--- config.mk ---
export PLATFORM = sky130hd
export DESIGN_NAME = pmirc_top
export DESIGN_NICKNAME = d
export VERILOG_FILES = /design/src/pmirc_pkg.sv /design/src/pmirc_top.sv
export VERILOG_INCLUDE_DIRS = /design/src /design/src/src
export SDC_FILE = /design/constraint.sdc
export NUM_CORES = 1
export LEC_CHECK = 0
export BUFFER_PORTS_ARGS = -buffer_cell sky130_fd_sc_hd__buf_2
export CORE_MARGIN = 10
export CORE_UTILIZATION = 50
export CTS_CLUSTER_SIZE = 8
export DETAILED_ROUTE_END_ITERATION = 10
export PLACE_DENSITY = 0.68
export SLEW_MARGIN = 5
export SYNTH_ARGS = -nofsm -noshare
export SYNTH_HDL_FRONTEND = slang
export SYNTH_SLANG_ARGS = --single-unit
--- constraint.sdc ---
create_clock -name i_ref_clk -period 7.8 [get_ports i_ref_clk]
set_input_delay 1.17 -clock i_ref_clk [delete_from_list [all_inputs] [get_ports i_ref_clk]]
set_output_delay 1.17 -clock i_ref_clk [all_outputs]
set_load 0.05 [all_outputs]
--- src/pmirc_cfg.svh ---
// Constants for the port MAC and ingress rate control block.
// Assumes byte-wide registers on a plain address/strobe port.
// Function
// - storm bit enables broadcast storm protection
// - back pressure only half duplex, when enabled
// - full duplex uses separately enabled PAUSE
// - drop CRC error, oversize, undersize frames
// - pass-all forwards bad frames to mirror only
// - pass-all leaves flow control filtering alone
// - select port based or priority based limiting
// - select packet count or bit count mode
// - assert flow control when rate exceeded
// - rate flow control needs port flow control
// - limit mode picks counted frame classes
// - IFG counting adds twelve bytes per frame in bit count mode
// - preamble counting adds eight bytes per frame
// - preamble option ignored in packet mode
// - priority codes apply on priority seven write
`ifndef PMIRC_CFG_SVH
`define PMIRC_CFG_SVH
`define PMIRC_AW          12
`define PMIRC_OFS_CTRL_A  12'h400
`define PMIRC_OFS_CTRL_B  12'h401
`define PMIRC_OFS_IRL     12'h403
`define PMIRC_OFS_STAT    12'h404
`define PMIRC_OFS_PRIO0   12'h410
`define PMIRC_OFS_PRIO7   12'h417
`define PMIRC_A_STORM     1
`define PMIRC_A_WMASK     8'h0b
`define PMIRC_B_PASSALL   0
`define PMIRC_B_BP        3
`define PMIRC_B_WMASK     8'hbf
`define PMIRC_IRL_WMASK   8'h7f
`define PMIRC_IRL_PORT    6
`define PMIRC_IRL_PPS     5
`define PMIRC_IRL_FC      4
`define PMIRC_IRL_LIM_HI  3
`define PMIRC_IRL_LIM_LO  2
`define PMIRC_IRL_IFG     1
`define PMIRC_IRL_PRE     0
`define PMIRC_PRIO_WMASK  8'h7f
`define PMIRC_RST_VAL     8'h00
`define PMIRC_IFG_BYTES   8'h0c
`define PMIRC_PRE_BYTES   8'h08
`define PMIRC_CLK_MHZ     250
`define PMIRC_TICK_NS     1000
`define PMIRC_TICK_CYC    (`PMIRC_TICK_NS * `PMIRC_CLK_MHZ / 1000)
`define PMIRC_STORM_US    50
`define PMIRC_STORM_CYC   (`PMIRC_STORM_US * `PMIRC_CLK_MHZ)
`endif

--- src/pmirc_pkg.sv ---
// Types for the port MAC and ingress rate control block.
// Assumes the constants header is included by users alongside.
package pmirc_pkg;
	// frame summary delivered once per frame at its end
	typedef struct packed {
		logic        valid;
		logic [13:0] len;
		logic        crc_err;
		logic        bcast;
		logic        mcast;
		logic        flood;
		logic        fc_frame;
		logic [2:0]  prio;
	} pmirc_frame_t;
	// verdict handed to the forwarding engine
	typedef struct packed {
		logic valid;
		logic fwd;
		logic mirror;
		logic drop;
	} pmirc_verdict_t;
	typedef enum logic [1:0] {
		PMIRC_LIM_ALL,
		PMIRC_LIM_BMF,
		PMIRC_LIM_BM,
		PMIRC_LIM_B
	} pmirc_lim_t;
	typedef enum {
		PMIRC_T_RUN,
		PMIRC_T_TICK
	} pmirc_tick_t;
endpackage

--- src/pmirc_top.sv ---
// Port MAC control and ingress rate limiter for one switch port.
// Assumes frame summaries arrive synchronous to i_ref_clk.
//
// Chosen here: strobed register access.
`timescale 1ns/1ps
`include "pmirc_cfg.svh"
module pmirc_top
	import pmirc_pkg::*;
#(
	parameter int PRIO_N    = 8,
	parameter int MAX_LEN   = 1522,
	parameter int MIN_LEN   = 64,
	parameter int PKT_COST  = 521,
	parameter int BURST     = 65535,
	parameter int STORM_MAX = 64,
	parameter int TICK_CYC  = `PMIRC_TICK_CYC,
	parameter int STORM_CYC = `PMIRC_STORM_CYC
) (
	input  wire logic               i_ref_clk,
	input  wire logic               i_rst_b,
	input  wire logic [`PMIRC_AW-1:0] i_addr,
	input  wire logic [7:0]         i_wdata,
	input  wire logic               i_wr,
	input  wire logic               i_rd,
	output logic [7:0]              o_rdata_q,
	input  wire pmirc_frame_t       i_frm,
	input  wire logic               i_full_duplex,
	input  wire logic               i_port_fc_en,
	input  wire logic               i_pause_en,
	input  wire logic               i_fc_filter,
	input  wire logic               i_congest,
	output pmirc_verdict_t          o_verdict_q,
	output logic                    o_pause_q,
	output logic                    o_bp_q,
	output logic                    o_storm_en_q
);
	localparam int CW = 24;
	localparam logic signed [CW-1:0] CMAX = CW'(BURST);

	generate
		if (PRIO_N != 8 || MIN_LEN > MAX_LEN || TICK_CYC < 1 ||
		    STORM_CYC < 1 || BURST >= (1 << (CW - 2))) begin : g_chk
			$error("pmirc_top: unsupported parameter values");
		end
	endgenerate

	logic [7:0] ctrl_a_q;
	logic [7:0] ctrl_b_q;
	logic [7:0] irl_q;
	logic [6:0] stage_q [PRIO_N];
	logic [6:0] code_q  [PRIO_N];
	logic signed [CW-1:0] credit_q [PRIO_N];
	logic [PRIO_N-1:0] over_d;
	logic [31:0] tick_cnt_q;
	logic [31:0] storm_win_q;
	logic [15:0] storm_cnt_q;
	pmirc_tick_t tick_st_q;

	// decoded control fields
	logic       port_based;
	logic       pps_mode;
	logic       rate_fc;
	pmirc_lim_t lim_mode;
	logic       cnt_ifg;
	logic       cnt_pre;
	assign port_based = irl_q[`PMIRC_IRL_PORT];
	assign pps_mode   = irl_q[`PMIRC_IRL_PPS];
	assign rate_fc    = irl_q[`PMIRC_IRL_FC];
	assign lim_mode   = pmirc_lim_t'(irl_q[`PMIRC_IRL_LIM_HI:`PMIRC_IRL_LIM_LO]);
	assign cnt_ifg    = irl_q[`PMIRC_IRL_IFG];
	assign cnt_pre    = irl_q[`PMIRC_IRL_PRE];

	// class match for the counted frame kinds
	function automatic logic counted(input pmirc_lim_t m,
	                                 input pmirc_frame_t f);
		logic r;
		r = 1'b0;
		case (m)
			PMIRC_LIM_ALL: r = 1'b1;
			PMIRC_LIM_BMF: r = f.bcast | f.mcast | f.flood;
			PMIRC_LIM_BM:  r = f.bcast | f.mcast;
			PMIRC_LIM_B:   r = f.bcast;
			default:       r = 1'b0;
		endcase
		return r;
	endfunction

	wire is_wr_a  = i_wr && (i_addr == `PMIRC_OFS_CTRL_A);
	wire is_wr_b  = i_wr && (i_addr == `PMIRC_OFS_CTRL_B);
	wire is_wr_rl = i_wr && (i_addr == `PMIRC_OFS_IRL);
	wire is_wr_p7 = i_wr && (i_addr == `PMIRC_OFS_PRIO7);

	// control registers; reserved r/w bits are kept but unused
	always_ff @(posedge i_ref_clk or negedge i_rst_b) begin
		if (!i_rst_b) begin
			ctrl_a_q <= `PMIRC_RST_VAL;
			ctrl_b_q <= `PMIRC_RST_VAL;
			irl_q    <= `PMIRC_RST_VAL;
		end else begin
			if (is_wr_a)
				ctrl_a_q <= i_wdata & `PMIRC_A_WMASK;
			if (is_wr_b)
				ctrl_b_q <= i_wdata & `PMIRC_B_WMASK;
			if (is_wr_rl)
				irl_q <= i_wdata & `PMIRC_IRL_WMASK;
		end
	end

	// staged codes go live together so limits never mix old and new
	always_ff @(posedge i_ref_clk or negedge i_rst_b) begin
		if (!i_rst_b) begin
			for (int i = 0; i < PRIO_N; i++) begin
				stage_q[i] <= 7'h00;
				code_q[i]  <= 7'h00;
			end
		end else begin
			for (int i = 0; i < PRIO_N; i++) begin
				if (i_wr && i_addr == `PMIRC_OFS_PRIO0 + 12'(i))
					stage_q[i] <= i_wdata[6:0];
			end
			if (is_wr_p7) begin
				for (int i = 0; i < PRIO_N - 1; i++)
					code_q[i] <= stage_q[i];
				code_q[PRIO_N-1] <= i_wdata[6:0];
			end
		end
	end

	// bucket state, one bit per priority
	always_comb begin
		for (int i = 0; i < PRIO_N; i++)
			over_d[i] = (code_q[i] != 7'h00) &&
			            (credit_q[i] <= 0);
	end

	// read port; unmapped addresses return zero
	always_ff @(posedge i_ref_clk or negedge i_rst_b) begin
		if (!i_rst_b) begin
			o_rdata_q <= 8'h00;
		end else if (i_rd) begin
			o_rdata_q <= 8'h00;
			case (i_addr)
				`PMIRC_OFS_CTRL_A: o_rdata_q <= ctrl_a_q;
				`PMIRC_OFS_CTRL_B: o_rdata_q <= ctrl_b_q;
				`PMIRC_OFS_IRL:    o_rdata_q <= irl_q;
				`PMIRC_OFS_STAT:   o_rdata_q <= 8'(over_d);
				default: begin
					for (int i = 0; i < PRIO_N; i++)
						if (i_addr == `PMIRC_OFS_PRIO0 + 12'(i))
							o_rdata_q <= {1'b0, stage_q[i]};
				end
			endcase
		end else begin
			o_rdata_q <= 8'h00;
		end
	end

	// refill tick; the time base is shared by every bucket
	always_ff @(posedge i_ref_clk or negedge i_rst_b) begin
		if (!i_rst_b) begin
			tick_cnt_q <= 32'h0;
			tick_st_q  <= PMIRC_T_RUN;
		end else begin
			case (tick_st_q)
				PMIRC_T_RUN: begin
					if (tick_cnt_q == 32'(TICK_CYC - 1)) begin
						tick_cnt_q <= 32'h0;
						tick_st_q  <= PMIRC_T_TICK;
					end else begin
						tick_cnt_q <= tick_cnt_q + 32'h1;
					end
				end
				PMIRC_T_TICK: begin
					tick_cnt_q <= tick_cnt_q + 32'h1;
					tick_st_q  <= PMIRC_T_RUN;
				end
				default: tick_st_q <= PMIRC_T_RUN;
			endcase
		end
	end
	wire tick = (tick_st_q == PMIRC_T_TICK);

	// per-frame classification
	wire        bad  = i_frm.crc_err ||
	                   (32'(i_frm.len) > 32'(MAX_LEN)) ||
	                   (32'(i_frm.len) < 32'(MIN_LEN));
	wire [2:0]  bsel = port_based ? 3'h0 : i_frm.prio;
	wire        cnt  = counted(lim_mode, i_frm);
	wire        lim  = cnt && over_d[bsel];
	wire        fc_on = rate_fc && i_port_fc_en;
	wire        fc_req = fc_on && (|over_d);
	wire        storm_hit = ctrl_a_q[`PMIRC_A_STORM] && i_frm.bcast &&
	                        (32'(storm_cnt_q) >= 32'(STORM_MAX));

	// frame cost: packet units or bits with optional overhead
	logic [CW-1:0] cost;
	always_comb begin
		cost = CW'({i_frm.len, 3'b000});
		if (cnt_ifg)
			cost = cost + CW'({`PMIRC_IFG_BYTES, 3'b000});
		if (cnt_pre)
			cost = cost + CW'({`PMIRC_PRE_BYTES, 3'b000});
		if (pps_mode)
			cost = CW'(PKT_COST);
	end

	// buckets refill each tick and pay for every counted good frame
	always_ff @(posedge i_ref_clk or negedge i_rst_b) begin
		if (!i_rst_b) begin
			for (int i = 0; i < PRIO_N; i++)
				credit_q[i] <= CMAX;
		end else begin
			for (int i = 0; i < PRIO_N; i++) begin
				logic signed [CW-1:0] c;
				c = credit_q[i];
				if (tick)
					c = c + $signed(CW'(code_q[i]));
				if (code_q[i] == 7'h00 || c > CMAX)
					c = CMAX;
				if (i_frm.valid && !bad && cnt && bsel == 3'(i))
					c = c - $signed(cost);
				credit_q[i] <= c;
			end
		end
	end

	// broadcast storm window counter
	always_ff @(posedge i_ref_clk or negedge i_rst_b) begin
		if (!i_rst_b) begin
			storm_win_q <= 32'h0;
			storm_cnt_q <= 16'h0;
		end else if (storm_win_q == 32'(STORM_CYC - 1)) begin
			storm_win_q <= 32'h0;
			storm_cnt_q <= 16'h0;
		end else begin
			storm_win_q <= storm_win_q + 32'h1;
			if (i_frm.valid && i_frm.bcast && !bad &&
			    storm_cnt_q != 16'hffff)
				storm_cnt_q <= storm_cnt_q + 16'h1;
		end
	end

	// verdict toward the forwarding engine
	always_ff @(posedge i_ref_clk or negedge i_rst_b) begin
		if (!i_rst_b) begin
			o_verdict_q <= '0;
		end else begin
			o_verdict_q <= '0;
			o_verdict_q.valid <= i_frm.valid;
			if (i_frm.valid) begin
				if (i_frm.fc_frame && i_fc_filter) begin
					o_verdict_q.drop <= 1'b1;
				end else if (bad) begin
					if (ctrl_b_q[`PMIRC_B_PASSALL])
						o_verdict_q.mirror <= 1'b1;
					else
						o_verdict_q.drop <= 1'b1;
				end else if (storm_hit || (lim && !fc_on)) begin
					o_verdict_q.drop <= 1'b1;
				end else begin
					o_verdict_q.fwd <= 1'b1;
				end
			end
		end
	end

	// flow control toward the link partner, per duplex
	always_ff @(posedge i_ref_clk or negedge i_rst_b) begin
		if (!i_rst_b) begin
			o_pause_q    <= 1'b0;
			o_bp_q       <= 1'b0;
			o_storm_en_q <= 1'b0;
		end else begin
			o_pause_q <= i_full_duplex && i_pause_en &&
			             (i_congest || fc_req);
			o_bp_q    <= !i_full_duplex && ctrl_b_q[`PMIRC_B_BP] &&
			             (i_congest || fc_req);
			o_storm_en_q <= ctrl_a_q[`PMIRC_A_STORM];
		end
	end

	a_bp_half_only: assert property (@(posedge i_ref_clk)
		disable iff (!i_rst_b)
		o_bp_q |-> $past(!i_full_duplex && ctrl_b_q[`PMIRC_B_BP]))
		else $error("back pressure outside half duplex");
	a_pause_full: assert property (@(posedge i_ref_clk)
		disable iff (!i_rst_b)
		o_pause_q |-> $past(i_full_duplex && i_pause_en))
		else $error("pause outside full duplex");
	a_bad_dropped: assert property (@(posedge i_ref_clk)
		disable iff (!i_rst_b)
		(i_frm.valid && bad && !ctrl_b_q[`PMIRC_B_PASSALL]) |=>
		o_verdict_q.drop)
		else $error("bad frame not dropped");
	a_pass_mirror: assert property (@(posedge i_ref_clk)
		disable iff (!i_rst_b)
		(i_frm.valid && bad && ctrl_b_q[`PMIRC_B_PASSALL] &&
		!i_frm.fc_frame) |=> (o_verdict_q.mirror && !o_verdict_q.fwd))
		else $error("pass-all frame not mirror only");
	a_fc_filter: assert property (@(posedge i_ref_clk)
		disable iff (!i_rst_b)
		(i_frm.valid && i_frm.fc_frame && i_fc_filter) |=>
		(o_verdict_q.drop && !o_verdict_q.mirror))
		else $error("flow control frame escaped filter");
	a_rate_fc_gate: assert property (@(posedge i_ref_clk)
		disable iff (!i_rst_b)
		(!i_congest && !(rate_fc && i_port_fc_en)) |=>
		(!o_pause_q && !o_bp_q))
		else $error("rate flow control without port enable");
	// the check looks one edge past the staging write's own commit slot
	a_code_commit: assert property (@(posedge i_ref_clk)
		disable iff (!i_rst_b)
		(i_wr && i_addr == `PMIRC_OFS_PRIO0) ##1 !is_wr_p7 |=>
		$stable(code_q[0]))
		else $error("priority code applied early");
	a_pps_cost: assert property (@(posedge i_ref_clk)
		disable iff (!i_rst_b)
		pps_mode |-> cost == CW'(PKT_COST))
		else $error("packet mode cost not fixed");
	a_ifg_cost: assert property (@(posedge i_ref_clk)
		disable iff (!i_rst_b)
		(!pps_mode && cnt_ifg && !cnt_pre) |->
		cost == CW'({i_frm.len, 3'b000}) + CW'(96))
		else $error("ifg bytes not added");
	a_pre_cost: assert property (@(posedge i_ref_clk)
		disable iff (!i_rst_b)
		(!pps_mode && !cnt_ifg && cnt_pre) |->
		cost == CW'({i_frm.len, 3'b000}) + CW'({`PMIRC_PRE_BYTES, 3'b000}))
		else $error("preamble bytes not added");
	a_storm_drop: assert property (@(posedge i_ref_clk)
		disable iff (!i_rst_b)
		(i_frm.valid && storm_hit && !bad && !i_frm.fc_frame) |=>
		o_verdict_q.drop)
		else $error("storm frame not dropped");
	// with rate flow control in effect an over-limit frame still passes
	a_fc_keeps_fwd: assert property (@(posedge i_ref_clk)
		disable iff (!i_rst_b)
		(i_frm.valid && !bad && !i_frm.fc_frame && !storm_hit &&
		lim && fc_on) |=> o_verdict_q.fwd)
		else $error("rate limited frame dropped under flow control");
	a_verdict_one: assert property (@(posedge i_ref_clk)
		disable iff (!i_rst_b)
		o_verdict_q.valid |->
		$onehot({o_verdict_q.fwd, o_verdict_q.mirror, o_verdict_q.drop}))
		else $error("verdict not exactly one action");
	a_read_zero: assert property (@(posedge i_ref_clk)
		disable iff (!i_rst_b)
		!i_rd |=> o_rdata_q == 8'h00)
		else $error("read data outside read slot");
endmodule

== After elaboration in Yosys (flattened, before gate mapping) ==
Index checks and enable logic that the tools add are counted.

* $add $sub $neg: 21
* Magnitude comparators: 20
* Equal/unequal tests: 28
* Muxes and demuxes: 58
* Bitwise gates (word level): 2
* Reductions and logical operators: 80

{| class="wikitable"
|+ Operators by type and width
! kind !! number
|-
| $mux 24 || 26
|-
| $add 24x8->24 || 8
|-
| $gt 24x17->1 const B || 8
|-
| $le 24x1->1 const B || 8
|-
| $sub 24x24->24 || 8
|-
| $eq 12x11->1 const B || 12
|-
| $mux 32 || 4
|-
| $add 32x1->32 const B || 2
|-
| $mux 8 || 8
|-
| $pmux 32 s2 || 1
|-
| $logic_not 7->1 || 8
|-
| $reduce_bool 7->1 || 8
|-
| $logic_and 1x1->1 || 43
|-
| $eq 32x1->1 const B || 1
|-
| $eq 32x14->1 const B || 1
|-
| $eq 32x2->1 const B || 1
|-
| $eq 32x8->1 const B || 1
|-
| $logic_not 32->1 || 1
|-
| $mux 16 || 2
|-
| $pmux 8 s4 || 1
|-
| $add 24x7->24 const B || 1
|-
| $add 17x7->18 const B || 1
|-
| $mux 18 || 1
|-
| $add 16x1->16 const B || 1
|-
| other kinds (24) || 53
|}

* Register bits: 441
* Input port bits: 52
* Output and inout port bits: 15
* Logic and storage cells: 247

== Longest topological paths before layout ==
* Word-level depth: 11
* Depth in mapped cells: 26
* Gate-level depth less buffers: 23

== Least setup slack after synthesis ==
No wires, ideal clock.

* Path kind: reg-to-reg
* Start: register code_q[7] in the netlist's numbering
* End: register credit_q[47] in the netlist's numbering
* Library setup time: 0.077 ns
* Data arrival time: 5.349 ns
* Path slack: 2.373 ns
* Stages on the path, launching flop included: 22
* Buffers on the path: 2
* Cell sequence: dfrtp_1 -> ha_1 -> fa_1 -> a211o_1 -> a21oi_1 -> or3b_1 -> clkbuf_1 -> a21oi_1 -> a22oi_1 -> a21oi_1 -> nor2_1 -> clkbuf_1 -> nand2_1 -> ha_1 -> a2111oi_0 -> nand3_1 -> a221oi_2 -> o31ai_1 -> and2_1 -> o21a_1 -> or2_2 -> a21oi_1

* Word-level cells in the longest chain between the ends: 7
* Elaborated cells on any way between the ends: 8

{| class="wikitable"
|+ Ends and longest elaborated chain
! element !! line !! source
|-
| start, declared || pmirc_top.sv:51 || <nowiki>logic [6:0] code_q [PRIO_N];</nowiki>
|-
| start signal, assigned by index || pmirc_top.sv:123 || <nowiki>code_q[i] <= stage_q[i];</nowiki>
|-
| start signal, assigned by index || pmirc_top.sv:124 || <nowiki>code_q[PRIO_N-1] <= i_wdata[6:0];</nowiki>
|-
| $add 24x8->24 || pmirc_top.sv:217 || <nowiki>c = c + $signed(CW'(code_q[i]));</nowiki>
|-
| $mux 24 || pmirc_top.sv:216 || <nowiki>if (tick)</nowiki>
|-
| $gt 24x17->1 || pmirc_top.sv:218 || <nowiki>if (code_q[i] == 7'h00 || c > CMAX)</nowiki>
|-
| $logic_or 1x1->1 || pmirc_top.sv:218 ||
|-
| $mux 24 * || pmirc_top.sv:218 ||
|-
| $sub 24x24->24 || pmirc_top.sv:221 || <nowiki>c = c - $signed(cost);</nowiki>
|-
| $mux 24 * || pmirc_top.sv:220 || <nowiki>if (i_frm.valid && !bad && cnt && bsel == 3'(i))</nowiki>
|-
| end signal, assigned by index || pmirc_top.sv:211 || <nowiki>credit_q[i] <= CMAX;</nowiki>
|-
| end signal, assigned by index || pmirc_top.sv:222 || <nowiki>credit_q[i] <= c;</nowiki>
|-
| end, declared || pmirc_top.sv:52 || <nowiki>logic signed [CW-1:0] credit_q [PRIO_N];</nowiki>
|}

Mark *: on every way between the ends. The rest lies on a longest branch, timed or not.
A chain may end at the register's enable or synchronous reset.

== Final worst setup path ==
Ends and elaborated chain as after synthesis.

==> metrics.md <==
| Metric | Value |
|---|---|
| Status | completed |
| Initial antenna violation count | 13 |
| Fmax | 163 MHz |
| Worst endpoint required time | 8.34 ns |
| Final TNS setup | 0 ns |
| DIE WIDTH | 274 um |
| Routability cong. | approximately 0.95 |
| Post-Synth Simple-Gate Area | 21.6% |
| Vias in the first global route | approximately 27000 |
| RSZ-0062 raised after global routing | no |
| Area grow syn2layout | 9.68% |
| Hpwl dp | 67600 um |
| Worst EP arrival | 6.69 ns |
| Ys async rst share | 100% |
| Placed inst area | ~0.034 mm^2 |
| Largest family of logic cells by synthesized area | simple AND/OR/NAND/NOR gates |
| Initial core utilization | 50.7% |
| Post-synth EDFFs | 0 |
| Hold Slack | 0.470 ns |
| Static leakage | 15.3 nW |
| Post-synthesis xor/xnor area fraction | 10.9% |
| Pwr Density | ~140 mW/mm^2 |
| Post-route DRC | 0 |
| CTS tree | done |
| Post-route insts no fill | around 4700 |
| I/O pins | 67 |
| Clock Sink Count | 410 |
| # setup viols final | 0 |
| Hold path depth | 1 |
| Share of cells above drive strength 1 | 13.1% |
| Mapped Area | 0.0322 mm^2 |
| CTS Hold Bufs | 0 |
| Area of the multi-input gates | around 0.021 mm^2 |
| Core area | 0.0634 mm^2 |
| R2r endpoint | credit_q[47] |
| Vias | approximately 28000 |
| Placed cell count | 4547 |
| Compound-gate portion of the synthesized area | around 18% |
| Grt met2 use | 38.7% |
| Final Skew | 0.0246 ns |
| Post-layout nets | just over 4000 |
| Largest net degree at the start of global routing | 147 |
| Met3 global-route usage | 4.09% |
| Critical Path Fanout Max | 7 |
| Post-CTS setup buffers | 0 |
| Routed Wire Length | a little over 90000 um |
| Relative slew slack | 19.9% |
| GRT busiest layer | met2 |
| Post-synthesis instance total | 3697 |
| Clk buf depth | 3 |
| Via/cell ratio | about 6 |
| GRT overflow | 0 |
| Clk root buf | clkbuf_16 |
| Clock latency reported for the late side of the worst-skew pair | around 0.64 ns |
| Met1 usage | 31.8% |
| Area occupied by registers | 0.0104 mm^2 |
| Hold_sp | storm_win_q[31] |
| Die area | approximately 0.075 mm^2 |
| Yosys warns | 0 |
| Initial DRC count | 2202 |
| Crit Path Category | reg2reg |
| DIE HEIGHT | 274 um |
| Port buffer count | 66 |
| Fillers | 5766 |
| Row count | 92 |
| CTS-repair resized insts | 0 |
| Hold EP | storm_win_q[31] |
| Slew Limit Fails | 0 |
| Post-Route Utilization | 55.7% |
| DR pass1 iterations | 6 |
| Htree depth | 2 |
| Period minus WS final | 6.15 ns |
| Post-DR wirelength/cell | 19.6 um |
| Clock buffer count from CTS | 58 |
| Worst min path class | reg2reg |
| Reg2reg setup slack | approximately 1.6 ns |
| Final period util | 78.9% |
| Max-cap violation count | 0 |
| Seq/Total Area, Yosys | 32.4% |
| Final ANT Viol Nets | 0 |
| CTS clk-pin slew, worst paths | 0.05 ns |
| Worst-margin pin slew | 1.20 ns |
| Hold Vio Cnt, Final | 0 |
| Synth unique cells | 103 |
| Total GRT Usage | approximately 24% |
| Reg2reg path depth | 20 |
| Crit end category | flip-flop |
| Multiplexer area fraction after synthesis | 6.19% |
| Design Area, Final | 0.0353 mm^2 |
| Startpoint types | flip-flop |
| Global-route wire length before repair | roughly 150000 um |
| Number of synthesized register bits | 410 |
| Post-synthesis adder-cell area fraction | 8.84% |
| Worst R2R Start | code_q[7] |
| Synth Flop Type | dfrtp_1 |
| IR Drop Worst-Case VDD | about 180 uV |
| Synthesized area per cell | approximately 8.7 um^2 |
through the flow:
stage,worst slack (ns),total power (W)
CTS,1.71,0.00511
detailed placement,1.77,0.00266
finish,1.65,0.00508
floorplan,2.37,0.00249
global placement,1.94,0.00266
global route,1.07,0.00527
placed cells by master (no fill, tap or decap), types with 85 or more instances in the layout:
master     n
xnor2_1  224
nand3_1  136
mux2_2   132
nand2_1  393
ha_1     213
dfrtp_1  281
a21oi_1  257
inv_1     85
o21ai_0  186
dfstp_2  128
nor2_1   334
xor2_1   176
per-layer routing:
layer | wire (um) | share of wire [%]
met1 | 40600 | 44
met2 | 41000 | 45
met3 | 6120 | 6.7
met4 | 3780 | 4.1
met5 | 99 | 0.11
logic make-up after synthesis:
| family | Yosys count |
|---|---|
| simple gates | 1412 |
| fa+ha+maj | 223 |
| flops | 410 |
| mux | 182 |
| compound gates | 875 |
| other cells | 1 |
| xor+xnor | 400 |
| buf+inv | 194 |
worst max-delay path, stage by stage, from the launching register on:
cell,delay [ns]
dfrtp_1,0.39
ha_1,0.24
fa_1,0.43
a211o_1,0.30
a21oi_1,0.34
or3b_1,0.31
a21oi_1,0.06
a22oi_1,0.38
a21oi_1,0.17
or2_2,0.38
a211oi_1,0.33
ha_1,0.24
nand3b_1,0.12
a2111oi_0,0.72
nand3_1,0.20
a221oi_2,0.40
o31ai_1,0.16
and2_1,0.19
o21a_1,0.20
or2_2,0.31
a21oi_1,0.18
cells in the mapped netlist (24+ instances only):
cell type	n	area, um^2
o21bai_1	34	255
nand3_1	136	681
o21a_1	39	293
or3_1	30	188
mux2i_1	49	490
nand4_1	75	469
nor2_1	336	1260
inv_1	85	319
mux2_2	132	1490
ha_1	213	2670
a21o_1	84	631
and3_1	54	338
dfstp_2	128	3360
a211oi_1	38	285
nand2b_1	34	213
xor2_1	176	1540
nand2_1	393	1480
nor4_1	72	450
and2_1	64	400
nor2b_1	37	231
o31ai_1	24	180
xnor2_1	224	1960
o21ai_0	186	931
dfrtp_1	282	7060
nor3_1	83	415
clkbuf_1	87	327
a31oi_1	28	175
a21oi_1	257	1290
how the worst max path moves through the flow:
stage,from,endpoint,slack (ns),depth (start not counted)
2_1_floorplan,code_q[7],credit_q[47],2.37,21
3_3_place_gp,code_q[7],credit_q[47],1.94,24
3_5_place_dp,code_q[7],credit_q[47],1.77,20
4_1_cts,code_q[7],credit_q[47],1.71,20
5_1_grt,code_q[7],credit_q[47],1.07,20
6_report,code_q[7],credit_q[47],1.65,20
flip-flops by register name, summed over array words and instances (netlist names):
signal        cells
code_q           56
credit_q        192
ctrl_a_q          3
ctrl_b_q          7
irl_q             7
o_bp_q            1
o_pause_q         1
o_rdata_q         8
o_storm_en_q      1
o_verdict_q       4
stage_q          49
storm_cnt_q      16
storm_win_q      32
tick_cnt_q       32
tick_st_q         1
report_power, final:
part           leakage (nW)  switching (W)  internal [W]
Clock                 0.817        0.00102       0.00142
Sequential             5.25     0.00000880       0.00214
Combinational          9.25       0.000309      0.000175
cell type report:
type,count,share of cell area [%]
Clock inverter,4,0.276
Tap cell,846,3.00
Sequential cell,410,29.5
Clock buffer,105,4.67
Multi-Input combinational cell,3100,59.8
Inverter,86,0.914
Antenna cell,5,0.0354
Timing Repair Buffer,105,1.83
Note: power is estimated with default switching activity, not from simulation.
